==> src/inc/supply_reset_sequencer_map.svh <==
`ifndef SUPPLY_RESET_SEQUENCER_MAP_SVH
`define SUPPLY_RESET_SEQUENCER_MAP_SVH

// register byte offsets
`define OFS_MODE       8'h00
`define OFS_CTRL       8'h04
`define OFS_STATUS     8'h08
`define OFS_WAKE_EN    8'h0c
`define OFS_IRQ_STAT   8'h10
`define OFS_IRQ_CLR    8'h14
`define OFS_IRQ_EN     8'h18

// supply_mode_register fields
`define MODE_BOD_DIS   0
`define MODE_MON_EN    1
`define MODE_THR_LO    4
`define MODE_THR_HI    7
`define MODE_SMP_LO    8
`define MODE_SMP_HI    11
`define MODE_XTAL_EN   12
`define MODE_SLOW_XTAL 13
`define MODE_LP_BACKUP 16
`define MODE_FRC_LO    20
`define MODE_FRC_HI    21
`define MODE_RESET     32'h0000_0000
`define MODE_WMASK     32'h0031_3ff3
`define MODE_STICKY    32'h0000_2000

// control register bits
`define CTRL_SW_RST    0
`define CTRL_LP_ENTER  1

// status register fields
`define STAT_CAUSE_HI  2
`define STAT_MON_LOW   4
`define STAT_SLOW_XTAL 5
`define STAT_SEQ_LO    8
`define STAT_SEQ_HI    11

// sampled monitor: 2**11 = 2048 is the largest divide
`define SMP_MAX_SEL    4'hb
`define FRC_4MHZ       2'h0

// interrupt bits
`define IRQ_MON_LOW    0
`define IRQ_WAKE       1
`define IRQ_RESET      2

// timing
`define CLK_PERIOD_NS  4
`define RST_HOLD_NS    1000
`define RST_HOLD_CYC   ((`RST_HOLD_NS + `CLK_PERIOD_NS - 1) / `CLK_PERIOD_NS)

`endif

==> src/inc/supply_reset_sequencer_pkg.sv <==
package supply_reset_sequencer_pkg;

	typedef enum logic [3:0] {
		st_off    = 4'h1,
		st_settle = 4'h2,
		st_run    = 4'h4,
		st_low    = 4'h8
	} seq_state_t;

	typedef enum logic [2:0] {
		cause_general  = 3'h0,
		cause_wakeup   = 3'h1,
		cause_software = 3'h2,
		cause_user     = 3'h3,
		cause_watchdog = 3'h4
	} cause_t;

	typedef struct packed {
		logic backup_low;
		logic core_low;
		logic usb_phy_low;
	} supply_sense_t;

	typedef struct packed {
		seq_state_t  seq;
		logic [15:0] cnt;
		cause_t      cause;
		logic [31:0] mode;
		logic [15:0] wake_en;
		logic [2:0]  irq_stat;
		logic [2:0]  irq_en;
		logic        a_wr;
		logic [7:0]  a_addr;
		logic [31:0] rdata;
		logic [10:0] smp_cnt;
		logic        mon_low;
	} state_t;

endpackage : supply_reset_sequencer_pkg

==> src/hw/supply_reset_sequencer.sv <==
// Design decisions made here: the register addresses and the AHB-Lite interface to the registers.
`timescale 1ns/1ns
`default_nettype none
`include "supply_reset_sequencer_map.svh"

module supply_reset_sequencer
	import supply_reset_sequencer_pkg::*;
(
	input  wire logic          hclk,
	input  wire logic          hresetn,
	input  wire logic          hsel,
	input  wire logic [31:0]   haddr,
	input  wire logic [1:0]    htrans,
	input  wire logic          hwrite,
	input  wire logic [2:0]    hsize,
	input  wire logic [31:0]   hwdata,
	input  wire logic          hready,
	output logic               hreadyout,
	output logic               hresp,
	output logic [31:0]        hrdata,
	input  wire supply_sense_t sense,
	input  wire logic [15:0]   wake_event,
	input  wire logic          watchdog_reset_req,
	input  wire logic          external_reset_pin_in,
	output logic               external_reset_pin_out,
	output logic               external_reset_pin_oe_n,
	output logic               chip_reset_n,
	output logic               core_reset_n,
	output logic               regulator_enable,
	output logic               core_clock_stop,
	output logic               rc_osc_enable,
	output logic               xtal_osc_enable,
	output logic               slow_clk_xtal,
	output logic [1:0]         master_clock_frc_sel,
	output logic               usb_phy_monitor_enable,
	output logic [3:0]         usb_phy_monitor_threshold,
	output logic               irq
);

	state_t      r;
	state_t      next_r;
	logic        ap;
	logic        bod_on;
	logic        bod_trip;
	logic        sw_rst;
	logic        lp_req;
	logic        wake_hit;
	logic        mon_on;
	logic [2:0]  clr;
	logic [2:0]  ev;
	logic [3:0]  smp_sel;
	logic [10:0] smp_mask;

	////////////////////////////////////////////////////////////////////////////////
	// combinational status

	assign bod_on   = !r.mode[`MODE_BOD_DIS];
	assign bod_trip = bod_on && sense.core_low;
	assign wake_hit = |(wake_event & r.wake_en);
	assign smp_sel  = (r.mode[`MODE_SMP_HI:`MODE_SMP_LO] > `SMP_MAX_SEL) ?
		`SMP_MAX_SEL : r.mode[`MODE_SMP_HI:`MODE_SMP_LO];
	assign smp_mask = (11'h1 << smp_sel) - 11'h1;
	// sampled mode: monitor on one cycle in 2**sel
	assign mon_on   = r.mode[`MODE_MON_EN] &&
		(smp_sel == 4'h0 || (r.smp_cnt & smp_mask) == 11'h0);

	////////////////////////////////////////////////////////////////////////////////
	// next state

	always_comb begin
		next_r = r;
		ap     = hsel && htrans[1] && hready;
		sw_rst = 1'b0;
		lp_req = 1'b0;
		clr    = 3'h0;
		ev     = 3'h0;

		next_r.a_wr   = ap && hwrite;
		next_r.a_addr = haddr[7:0];

		// read data captured in the address phase
		if (ap && !hwrite) begin
			unique case (haddr[7:0])
				`OFS_MODE:     next_r.rdata = r.mode;
				`OFS_STATUS: begin
					next_r.rdata = 32'h0;
					next_r.rdata[`STAT_CAUSE_HI:0] = r.cause;
					next_r.rdata[`STAT_MON_LOW] = r.mon_low;
					next_r.rdata[`STAT_SLOW_XTAL] = r.mode[`MODE_SLOW_XTAL];
					next_r.rdata[`STAT_SEQ_HI:`STAT_SEQ_LO] = r.seq;
				end
				`OFS_WAKE_EN:  next_r.rdata = {16'h0, r.wake_en};
				`OFS_IRQ_STAT: next_r.rdata = {29'h0, r.irq_stat};
				`OFS_IRQ_EN:   next_r.rdata = {29'h0, r.irq_en};
				default:       next_r.rdata = 32'h0;
			endcase
		end

		// writes in the data phase
		if (r.a_wr) begin
			unique case (r.a_addr)
				`OFS_MODE: next_r.mode = (hwdata & `MODE_WMASK) |
					(r.mode & `MODE_STICKY);
				`OFS_CTRL: begin
					sw_rst = hwdata[`CTRL_SW_RST];
					lp_req = hwdata[`CTRL_LP_ENTER];
				end
				`OFS_WAKE_EN: next_r.wake_en = hwdata[15:0];
				`OFS_IRQ_CLR: clr = hwdata[2:0];
				`OFS_IRQ_EN:  next_r.irq_en = hwdata[2:0];
				default: ;
			endcase
		end

		// supply monitor sampling
		next_r.smp_cnt = r.smp_cnt + 11'h1;
		if (!r.mode[`MODE_MON_EN]) begin
			next_r.mon_low = 1'b0;
		end else if (mon_on) begin
			next_r.mon_low = sense.usb_phy_low;
		end
		ev[`IRQ_MON_LOW] = mon_on && sense.usb_phy_low;

		// start-up and low-power sequencer
		unique case (r.seq)
			st_off: begin
				next_r.seq = st_settle;
				next_r.cnt = 16'h0;
			end
			st_settle: begin
				if (r.cnt == 16'(`RST_HOLD_CYC - 1)) begin
					next_r.seq = st_run;
				end else begin
					next_r.cnt = r.cnt + 16'h1;
				end
			end
			st_run: begin
				if (lp_req) begin
					next_r.seq = st_low;
				end
			end
			st_low: begin
				if (wake_hit) begin
					ev[`IRQ_WAKE] = 1'b1;
					if (r.mode[`MODE_LP_BACKUP]) begin
						next_r.seq   = st_settle;
						next_r.cnt   = 16'h0;
						next_r.cause = cause_wakeup;
					end else begin
						next_r.seq = st_run;
					end
				end
			end
		endcase

		// reset sources, highest first; cause changes here and on a wake from low power with MODE_LP_BACKUP set
		if (sense.backup_low) begin
			next_r.seq   = st_off;
			next_r.cause = cause_general;
		end else if (bod_trip && r.seq != st_off) begin
			next_r.seq   = st_settle;
			next_r.cnt   = 16'h0;
			next_r.cause = cause_general;
		end else if (r.seq == st_run) begin
			if (watchdog_reset_req) begin
				next_r.seq   = st_settle;
				next_r.cnt   = 16'h0;
				next_r.cause = cause_watchdog;
			end else if (sw_rst) begin
				next_r.seq   = st_settle;
				next_r.cnt   = 16'h0;
				next_r.cause = cause_software;
			end else if (!external_reset_pin_in) begin
				next_r.seq   = st_settle;
				next_r.cnt   = 16'h0;
				next_r.cause = cause_user;
			end
		end

		ev[`IRQ_RESET] = next_r.seq == st_settle && r.seq != st_settle;
		// set wins over clear
		next_r.irq_stat = (r.irq_stat & ~clr) | ev;
	end

	////////////////////////////////////////////////////////////////////////////////
	// state register, own power-on reset

	always_ff @(posedge hclk or negedge hresetn) begin
		if (!hresetn) begin
			r          <= '0;
			r.seq      <= st_off;
			r.cause    <= cause_general;
			r.mode     <= `MODE_RESET;
		end else begin
			r <= next_r;
		end
	end

	////////////////////////////////////////////////////////////////////////////////
	// outputs

	assign hreadyout = 1'b1;
	assign hresp     = 1'b0;
	assign hrdata    = r.rdata;

	assign chip_reset_n     = !sense.backup_low;
	assign regulator_enable = r.seq != st_off &&
		!(r.seq == st_low && r.mode[`MODE_LP_BACKUP]);
	assign core_reset_n     = (r.seq == st_run || r.seq == st_low) &&
		!bod_trip && !sense.backup_low;
	assign core_clock_stop  = r.seq == st_low;

	// open drain: pin pulled low while the core reset pulse lasts
	assign external_reset_pin_out  = 1'b0;
	assign external_reset_pin_oe_n = !(r.seq == st_off || r.seq == st_settle);

	assign slow_clk_xtal   = r.mode[`MODE_SLOW_XTAL];
	assign rc_osc_enable   = !r.mode[`MODE_SLOW_XTAL];
	assign xtal_osc_enable = r.mode[`MODE_XTAL_EN] || r.mode[`MODE_SLOW_XTAL];

	assign master_clock_frc_sel = r.mode[`MODE_FRC_HI:`MODE_FRC_LO];

	assign usb_phy_monitor_enable    = mon_on;
	assign usb_phy_monitor_threshold = r.mode[`MODE_THR_HI:`MODE_THR_LO];

	assign irq = |(r.irq_stat & r.irq_en);

	////////////////////////////////////////////////////////////////////////////////
	// assertions

	property p_backup_reset;
		@(posedge hclk) disable iff (!hresetn)
		sense.backup_low |-> !chip_reset_n && !core_reset_n ##1 !regulator_enable;
	endproperty
	a_backup_reset: assert property (p_backup_reset)
		else $error("backup supply low did not reset the chip");

	property p_bod_default;
		@(posedge hclk) disable iff (!hresetn)
		$past(r.seq) == st_off && $past(r.cause) == cause_general &&
		r.seq == st_settle && r.cnt == 16'h0 && $past(r.mode) == `MODE_RESET |-> bod_on;
	endproperty
	a_bod_default: assert property (p_bod_default)
		else $error("brownout detector not enabled after reset");

	property p_bod_trip;
		@(posedge hclk) disable iff (!hresetn)
		bod_on && sense.core_low && !sense.backup_low && r.seq != st_off
		|-> !core_reset_n ##1 r.seq == st_settle && r.cnt == 16'h0;
	endproperty
	a_bod_trip: assert property (p_bod_trip)
		else $error("core brownout did not assert core reset");

	property p_mon_off;
		@(posedge hclk) disable iff (!hresetn)
		!r.mode[`MODE_MON_EN] |-> !usb_phy_monitor_enable;
	endproperty
	a_mon_off: assert property (p_mon_off)
		else $error("usb supply monitor active while disabled");

	property p_sample;
		@(posedge hclk) disable iff (!hresetn)
		usb_phy_monitor_enable && smp_sel == `SMP_MAX_SEL && $stable(r.mode)
		|=> (!usb_phy_monitor_enable || smp_sel != `SMP_MAX_SEL) [*8];
	endproperty
	a_sample: assert property (p_sample)
		else $error("sampled monitor enabled too often");

	property p_watchdog_cause;
		@(posedge hclk) disable iff (!hresetn)
		r.seq == st_run && watchdog_reset_req && !sense.backup_low && !bod_trip
		|=> r.cause == cause_watchdog && r.seq == st_settle && !core_reset_n;
	endproperty
	a_watchdog_cause: assert property (p_watchdog_cause)
		else $error("watchdog reset cause not recorded");

	property p_pin_pulse;
		@(posedge hclk) disable iff (!hresetn)
		$rose(r.seq == st_settle) && !sense.backup_low && !bod_trip
		|-> !external_reset_pin_oe_n && !external_reset_pin_out [*8];
	endproperty
	a_pin_pulse: assert property (p_pin_pulse)
		else $error("external reset pin not driven during reset pulse");

	property p_osc_excl;
		@(posedge hclk) disable iff (!hresetn)
		rc_osc_enable != slow_clk_xtal && (!slow_clk_xtal || xtal_osc_enable);
	endproperty
	a_osc_excl: assert property (p_osc_excl)
		else $error("slow clock oscillator selection inconsistent");

	property p_reg_first;
		@(posedge hclk) disable iff (!hresetn)
		$rose(core_reset_n) |-> $past(regulator_enable, 8);
	endproperty
	a_reg_first: assert property (p_reg_first)
		else $error("core reset released before regulator enabled");

	property p_wake;
		@(posedge hclk) disable iff (!hresetn)
		r.seq == st_low && wake_hit && !sense.backup_low && !bod_trip
		|=> r.seq != st_low && r.irq_stat[`IRQ_WAKE];
	endproperty
	a_wake: assert property (p_wake)
		else $error("enabled wake event did not leave low power");

	property p_cause_hold;
		@(posedge hclk) disable iff (!hresetn)
		$stable(r.seq) && r.seq != st_settle |-> $stable(r.cause);
	endproperty
	a_cause_hold: assert property (p_cause_hold)
		else $error("reset cause changed without a reset");

	c_run: cover property (@(posedge hclk) disable iff (!hresetn)
		r.seq == st_settle ##1 r.seq == st_run);
	c_user: cover property (@(posedge hclk) disable iff (!hresetn)
		r.seq == st_run && !external_reset_pin_in ##1 r.cause == cause_user);
	c_backup_wake: cover property (@(posedge hclk) disable iff (!hresetn)
		r.seq == st_low && !regulator_enable ##1 r.cause == cause_wakeup);
	c_irq: cover property (@(posedge hclk) disable iff (!hresetn) $rose(irq));

endmodule : supply_reset_sequencer

`default_nettype wire

==> config.mk <==
export PLATFORM = sky130hd
export DESIGN_NAME = supply_reset_sequencer
export DESIGN_NICKNAME = d
export VERILOG_FILES = /design/src/inc/supply_reset_sequencer_pkg.sv /design/src/hw/supply_reset_sequencer.sv
export VERILOG_INCLUDE_DIRS = /design/src /design/src/inc
export SDC_FILE = /design/constraint.sdc
export NUM_CORES = 1
export LEC_CHECK = 0
export BUFFER_PORTS_ARGS = -buffer_cell sky130_fd_sc_hd__buf_2
export CAP_MARGIN = 15
export CORE_MARGIN = 2
export CORE_UTILIZATION = 48
export CTS_CLUSTER_SIZE = 16
export DETAILED_ROUTE_END_ITERATION = 8
export HOLD_SLACK_MARGIN = 0.1
export PLACE_DENSITY = 0.77
export SLEW_MARGIN = 25
export SYNTH_ARGS = -nofsm -noshare
export SYNTH_HDL_FRONTEND = slang
export SYNTH_SLANG_ARGS = --single-unit
==> constraint.sdc <==
create_clock -name hclk -period 2.6 [get_ports hclk]
set_input_delay 0.26 -clock hclk [delete_from_list [all_inputs] [get_ports hclk]]
set_output_delay 0.26 -clock hclk [all_outputs]
set_load 0.1 [all_outputs]
==> results.md, run 1 <==
* WL met2 at 5.87 mm
* Post-route worst setup slack at -312 ps
* Area delta synth->final at 15.7%
* DR DRC count at 0
* Most used DFF post-synth: dfrtp_1
* Max Cap Violations at 0
* Layout cells sized above 1 at 30.9%
* Max Clk Rate at 0.343 GHz
* # nets final at 683
* Synth async-reset ratio at 100%
* # placed instances at 695
* HPWL after DPL at 9.03 mm
* Final min period at 2910 ps
* Setup Buffers After CTS at 0
* Core area at 10400 sq um
* Final Cycle Share at 112%
* IO buf count at 88
* Failing checks: negative setup slack
* Netlist cell types at 70
* TritonCTS clock tree: done
* H-tree levels at 3
* Die H at 108 um
* P_int at 2240 uW
* Synth Instances at 503
* Num CTS Buffers at 9
* Peak supply drop at 0.251 mV
* Highest routed layer: met4
* Leak at 0.00285 uW
* CP max FO at 7
* Avg Vias per Cell at 5.73
* Cell chain of the critical path: or4_4 -> ha_4 -> xor2_1 -> a22oi_1 -> nand4_1 -> o31ai_4 -> and2_4 -> buf_12
* Switching share of total power at 29.2%
* Worst relative slew slack at 43.7%
* Final instance area at 6020 sq um
* Worst path arrival time at 2650 ps
* Routed len/inst at 17.0 um
* Final Hold Vio Count at 0
* First-pass GRT wire length at 20.1 mm
* Initial antenna violation count at 0
* Remaining antenna violation count at 0
* PD cells at 527 nW/um^2
* Synth warn at 0
* Clock Skew at 15.4 ps
* Clock Tree Buf Depth at 2
* Mapped Area at 5200 sq um
* Crit path max-delay family: simple AND/OR/NAND/NOR gates
* Crit path required time at 2340 ps
* CP Launch Type: flip-flop
* Register area share after synthesis at 48.2%
* Die Footprint at 11700 sq um
* Combinational share of power at 14.1%
* Gpl congestion at 0.827
* Power share of the clock group at 34.9%
* Routed Wire Length at 12.4 mm
* Ant. Diodes at 0
* Vias in the first global route at 4136
* Synth Register Bits at 100
* Post-synth EDFFs at 0
* Pin count of the biggest net entering global routing at 50
* IO Count at 146
* Final cell count without fillers at 725
* RSZ-0062 raised after global routing: yes
* Core Util, Final at 57.8%
* Sequential power share at 51.0%
* Slowest cell on the critical path: or4_4
* WHS at 122 ps
* Placed cell area at 5630 sq um
* Crit path kind: flip-flop to output pin
* CTS clk-pin slew, worst paths at 90 ps
* Starting density of the core at 49.9%
* Sw power at 925 uW
* Met3 WL at 882 um
* Final Setup Violations at 1
* CTS sink count at 100
* Rows at 37
* Worst setup EP type: output pin
* Worst min path class: primary input to flip-flop
* Final Max Tran Viols at 0
* First-pass detailed-route iteration total at 4
* Later-pin clock latency in the skew report at 380 ps
* Wl on met1 at 5.37 mm
* Worst-Margin Slew at 845 ps
* Slowest stage delay, CP at 580 ps
* DR iter-0 viols at 288
* All-Layer GR Usage at 22.1%
* Synthesized area per cell at 10.3 sq um
* Vias at 4157
* Clk root buf: clkbuf_8
* Run status: finished, violations left
* Worst Path Buf+Inv at 1
* Chip width at 108 um
* Total grt overflow at 0
## timing repair
action                                 CTS  global route
endpoints found under the hold margin   58             0
pin swaps                                0             1
gates resized for setup                  1             4
gates cloned                             0             0
hold buffers                            14             0
setup endpoints to repair                1             2
## sequential cells by signal, summed over array words and instances (netlist names)
name and flops:
hrdata 19, slow_clk_xtal 1, r 74, usb_phy_monitor_threshold 4, master_clock_frc_sel 2
## cell families (layout without fill, tap and decap cells)
group	Yosys count	after routing	synth area share, %
flops	100	100	48.2
mux	41	41	9.07
simple gates	166	166	16.9
fa+ha+maj	4	4	0.963
compound gates	108	108	14.5
other cells	2	16	0.144
buf+inv	72	144	8.54
xor+xnor	10	10	1.68
## Yosys cell counts, types with 8 or more instances
| cell | n | share of area (%) |
|---|---|---|
| a21oi_1 | 13 | 1.3 |
| a22oi_1 | 13 | 1.9 |
| buf_4 | 42 | 6.1 |
| nand3_1 | 22 | 2.1 |
| nor2_1 | 23 | 1.7 |
| nor3_1 | 13 | 1.3 |
| and3_1 | 13 | 1.6 |
| clkbuf_1 | 10 | 0.72 |
| nand2_1 | 52 | 3.8 |
| dfrtp_1 | 99 | 48 |
| mux2_2 | 39 | 8.4 |
| a211oi_1 | 8 | 1.2 |
| o21ai_0 | 26 | 2.5 |
| inv_1 | 11 | 0.79 |
## area by class of cell
cell class                 instances  area, sq um
clock buffer                       9          124
inverter                          11         41.3
clock inverter                     7         97.6
tap                              136          170
sequential                       100         2500
multi-input combinational        345         2370
timing repair buffer             117          713
fill                             867         4400
## per-stage QoR
step	total power, uW	setup TNS [ps]	setup WS [ps]
3_3_place_gp	2070	0	89.8
2_1_floorplan	1970	-300	-263
4_1_cts	3200	-364	-364
6_report	3170	-312	-312
3_5_place_dp	2080	0	44.6
5_1_grt	3300	-452	-452
## power groups by stage
| stage | logic [uW] | registers [uW] | clock network (uW) |
|---|---|---|---|
| CTS | 449 | 1620 | 1130 |
| floorplan | 333 | 1640 | 0 |
| global placement | 422 | 1640 | 0 |
| finish | 448 | 1620 | 1110 |
| global route | 481 | 1620 | 1200 |
| detailed placement | 432 | 1650 | 0 |
## final timing paths
check / slack (ps) / start / to / cells after the start
max in group asynchronous: 1400 / hresetn / r[44] / 3
worst min register to register: 480 / hrdata[20] / hrdata[20] / 2
worst max register to register: 240 / r[83] / r[0] / 8
worst min-delay path: 120 / hwdata[14] / r[73] / 2
min in group asynchronous: 430 / hresetn / r[45] / 2
worst max-delay path: -310 / r[83] / usb_phy_monitor_enable / 8
## layer usage
layer,up-vias,GRT usage [%]
li1,1938,-
met5,-,0
met1,2052,28.2
met4,0,9.89
met3,23,5.61
met2,144,35.5
## cells in the final DEF (no fill, tap or decap), types with 3 or more instances in the layout
| cell | n |
|---|---|
| a22o_1 | 4 |
| dlygate4sd3_1 | 14 |
| nor2b_1 | 3 |
| clkbuf_8 | 9 |
| buf_2 | 85 |
| buf_4 | 16 |
| a22oi_1 | 13 |
| a31oi_1 | 6 |
| inv_1 | 11 |
| nand4_1 | 3 |
| dfrtp_1 | 99 |
| mux2_2 | 39 |
| a41oi_1 | 3 |
| xnor2_1 | 7 |
| nand3_1 | 22 |
| ha_1 | 3 |
| and4_1 | 3 |
| conb_1 | 16 |
| a211oi_1 | 7 |
| a311oi_1 | 6 |
| nor2_1 | 23 |
| and3_1 | 13 |
| nand2_1 | 52 |
| xor2_1 | 3 |
| nand2b_1 | 5 |
| nor3_1 | 11 |
| nor4b_1 | 3 |
| o21ai_0 | 24 |
| a221oi_1 | 6 |
| a21oi_1 | 13 |
Note: power is estimated with default switching activity, not from simulation.
==> run 2, diff against run 1 <==
--- a/config.mk
+++ b/config.mk
@@ -6,6 +6,7 @@
 export SDC_FILE = /design/constraint.sdc
 export NUM_CORES = 1
 export LEC_CHECK = 0
+export ABC_AREA = 1
 export BUFFER_PORTS_ARGS = -buffer_cell sky130_fd_sc_hd__buf_2
 export CAP_MARGIN = 15
 export CORE_MARGIN = 2
@@ -13,7 +14,7 @@
 export CTS_CLUSTER_SIZE = 16
 export DETAILED_ROUTE_END_ITERATION = 8
 export HOLD_SLACK_MARGIN = 0.1
-export PLACE_DENSITY = 0.77
+export PLACE_DENSITY = 0.76
 export SLEW_MARGIN = 25
 export SYNTH_ARGS = -nofsm -noshare
 export SYNTH_HDL_FRONTEND = slang
==> results.md, run 2 <==
* Run status: finished, final reports clean
* CTS clk-pin slew, worst paths at 70 ps (-20 ps)
* Commonest cells after routing, fill and taps aside: 142 x nand2_1, 97 x dfrtp_1, 86 x buf_2, 77 x inv_1, 54 x o21ai_0
* Placed cell area at 5950 sq um (+5.6%)
* Chip width at 112 um (+3.5%)
* Gpl congestion at 0.837 (+1.2%)
* IO buf count at 88 (unchanged)
* Multi-input combinational cell area at 2440 sq um (+3.2%)
* Most used DFF post-synth: dfrtp_1
* RSZ-0062 raised after global routing: yes
* Synth async-reset ratio at 100% (unchanged)
* Post-synth EDFFs at 0 (unchanged)
* Max Cap Violations at 0 (unchanged)
* Worst path arrival time at 2320 ps (-330 ps)
* Worst-Margin Slew at 602 ps (-243 ps)
* HPWL after DPL at 9.83 mm (+8.9%)
* IO Count at 146 (unchanged)
* Total grt overflow at 0 (unchanged)
* Layout cells sized above 1 at 25.8% (-5.1 points)
* Final Hold Vio Count at 0 (unchanged)
* Final Max Tran Viols at 0 (unchanged)
* Worst Hold Launch: hwdata[21]
* Core Util, Final at 57.1% (-0.71 points)
* DR iter-0 viols at 375 (+30%)
* Register area share after synthesis at 44.8% (-3.4 points)
* Most common cell after layout, fill and taps aside: nand2_1
* Fillers at 1005 (+16%)
* Power Total at 3660 uW (+15%)
* CP Launch Type: flip-flop
* Synth Register Bits at 100 (unchanged)
* CTS sink count at 100 (unchanged)
* Peak supply drop at 0.440 mV (+76%)
* Clock Skew at 9.08 ps (-6.31 ps)
* Crit path kind: flip-flop to output pin
* Synth Instances at 681 (+35%)
* Avg Vias per Cell at 5.29 (-7.7%)
* Routed len/inst at 14.7 um (-14%)
* Mapped Area at 5590 sq um (+7.5%)
* Core area at 11400 sq um (+9.2%)
* Final Setup Violations at 0 (-1)
* Top-count cell post-synth: nand2_1
* Final cell count without fillers at 913 (+26%)
* Max Clk Rate at 0.388 GHz (+13%)
* FF-to-FF path depth at 16 (+8)
* Synth warn at 0 (unchanged)
* Crit path required time at 2340 ps (about the same)
* DR DRC count at 0 (unchanged)
* Share of Yosys cell area claimed by the top area cell type at 44.3% (-3.3 points)
* Worst min path class: primary input to flip-flop
* Worst Hold Path Cells at 2 (unchanged)
* Hold EP: master_clock_frc_sel[1]
* Area delta synth->final at 16.1%
* Leak at 0.00330 uW (+16%)
* Setup slack, reg-to-reg at 230 ps (about the same)
* Rows at 39 (+5.4%)
* Clk root buf: clkbuf_16
* Yosys top cell by area: dfrtp_1
* # nets final at 864 (+27%)
* Clock Tree Buf Depth at 2 (unchanged)
* Final Cycle Share at 99.2% (-13 points)
* Max FFs per register at 74 (unchanged)
* Routed Wire Length at 13.4 mm (+8.8%)
* Pin count of the biggest net entering global routing at 47 (-6.0%)
* Most flops, register: r
* H-tree levels at 3 (unchanged)
* Vias in the first global route at 4719 (+14%)
* Worst r2r dst: r[56]
* Starting density of the core at 49.1% (-0.76 points)
* Final instance area at 6490 sq um (+7.8%)
* Remaining antenna violation count at 0 (unchanged)
* Initial antenna violation count at 0 (unchanged)
* # placed instances at 879 (+26%)
* All-Layer GR Usage at 22.5% (+0.45 points)
* Worst setup EP type: output pin
* PD cells at 564 nW/um^2 (+7.0%)
* Sequential cell area at 2510 sq um (about the same)
* Netlist cell types at 52 (-26%)
* First-pass detailed-route iteration total at 5 (+1)
* Num CTS Buffers at 9 (unchanged)
* Top cells by area, synth: dfrtp_1 44%, nand2_1 9.7%, buf_4 5.8%, inv_1 5.3%, o21ai_0 4.8%
* First-pass GRT wire length at 22.7 mm (+13%)
* Final min period at 2580 ps (-332 ps)
* Synthesized area per cell at 8.21 sq um (-21%)
* Die Footprint at 12500 sq um (+7.2%)
* Ant. Diodes at 0 (unchanged)
* CP max FO at 3 (-4)
* Worst relative slew slack at 59.9% (+16 points)
* Die H at 112 um (+3.5%)
* Later-pin clock latency in the skew report at 360 ps (-20 ps)
* Vias at 4830 (+16%)
* Post-synth top cells: 144 x nand2_1, 99 x dfrtp_1, 79 x inv_1
* Reg2reg start: r[86]
* TritonCTS clock tree: done
==> run 2: cell count changes after synthesis, moves of 14 or more <==
cell     previous run  this run
inv_1              11        79
o21ai_0            26        54
nand3_1            22        36
mux2_2             39         1
nand4_1             3        17
nor2_1             23        48
nand2_1            52       144
==> run 2: through the flow <==
stage	worst slack, ps	setup TNS, ps	hold WS, ps
after floorplan	-100	-100	-35.6
after global placement	263	0	298
after detailed placement	235	0	306
after CTS	6.85	0	142
after global routing	-107	-107	152
final	20.1	0	149
==> run 2: how the worst max path moves through the flow <==
stage / cells past startpoint / end / startpoint / slack, ps
2_1_floorplan: 10 / usb_phy_monitor_enable / r[86] / -100
4_1_cts: 10 / usb_phy_monitor_enable / r[84] / 7
6_report: 10 / usb_phy_monitor_enable / r[86] / 20
5_1_grt: 10 / usb_phy_monitor_enable / r[86] / -110
3_5_place_dp: 10 / usb_phy_monitor_enable / r[84] / 240
3_3_place_gp: 10 / usb_phy_monitor_enable / r[84] / 260
==> run 2: worst max-delay path: stages, from the launching register on <==
cell and delay [ps]:
dfrtp_2 440, nor2_8 150, nand3_2 100, ha_4 280, inv_2 20, a22oi_1 130
nand3_1 90, nor2_1 100, nand4_1 160, a21oi_2 280, buf_12 210
==> run 2: per-layer routing <==
| layer | global-route usage, % | routed length [um] |
|---|---|---|
| met1 | 29.9 | 5740 |
| met3 | 5.28 | 862 |
| met4 | 6.83 | 263 |
| met5 | 0 | 0 |
| met2 | 37.0 | 6580 |
==> run 2: cell families (layout without fill, tap and decap cells) <==
| kind of cell | count (synthesis) | after routing | share of synthesized area [%] |
|---|---|---|---|
| other | 2 | 16 | 0.134 |
| XOR/XNOR | 8 | 8 | 1.25 |
| AO/OA/AOI/OAI | 116 | 116 | 11.9 |
| adder cells (fa/ha/maj) | 4 | 4 | 0.896 |
| AND/OR/NAND/NOR | 308 | 308 | 27.9 |
| buffers and inverters | 142 | 217 | 13.0 |
| multiplexers | 1 | 1 | 0.202 |
| flip-flops | 100 | 100 | 44.8 |
==> run 2: what timing repair did <==
action,4_1_cts,5_1_grt
hold buffers,10,0
endpoints found under the hold margin,52,0
endpoints found under the setup margin,1,3
setup buffers,9,0
pin swaps,3,6
resized for setup,4,4
==> run 2: where the power goes <==
| group | internal [uW] | switching, uW | total (uW) |
|---|---|---|---|
| Sequential | 1600 | 34.8 | 1630 |
| Clock | 945 | 607 | 1550 |
| Combinational | 104 | 369 | 473 |
==> run 2: area by class of cell <==
type	instances	share of cell area, %
repair buffers	114	10.5
flip-flops and latches	100	38.6
well taps	143	2.76
inverters	87	5.15
clock inverters	7	1.89
multi-input cells	453	37.6
clock buffers	9	3.47
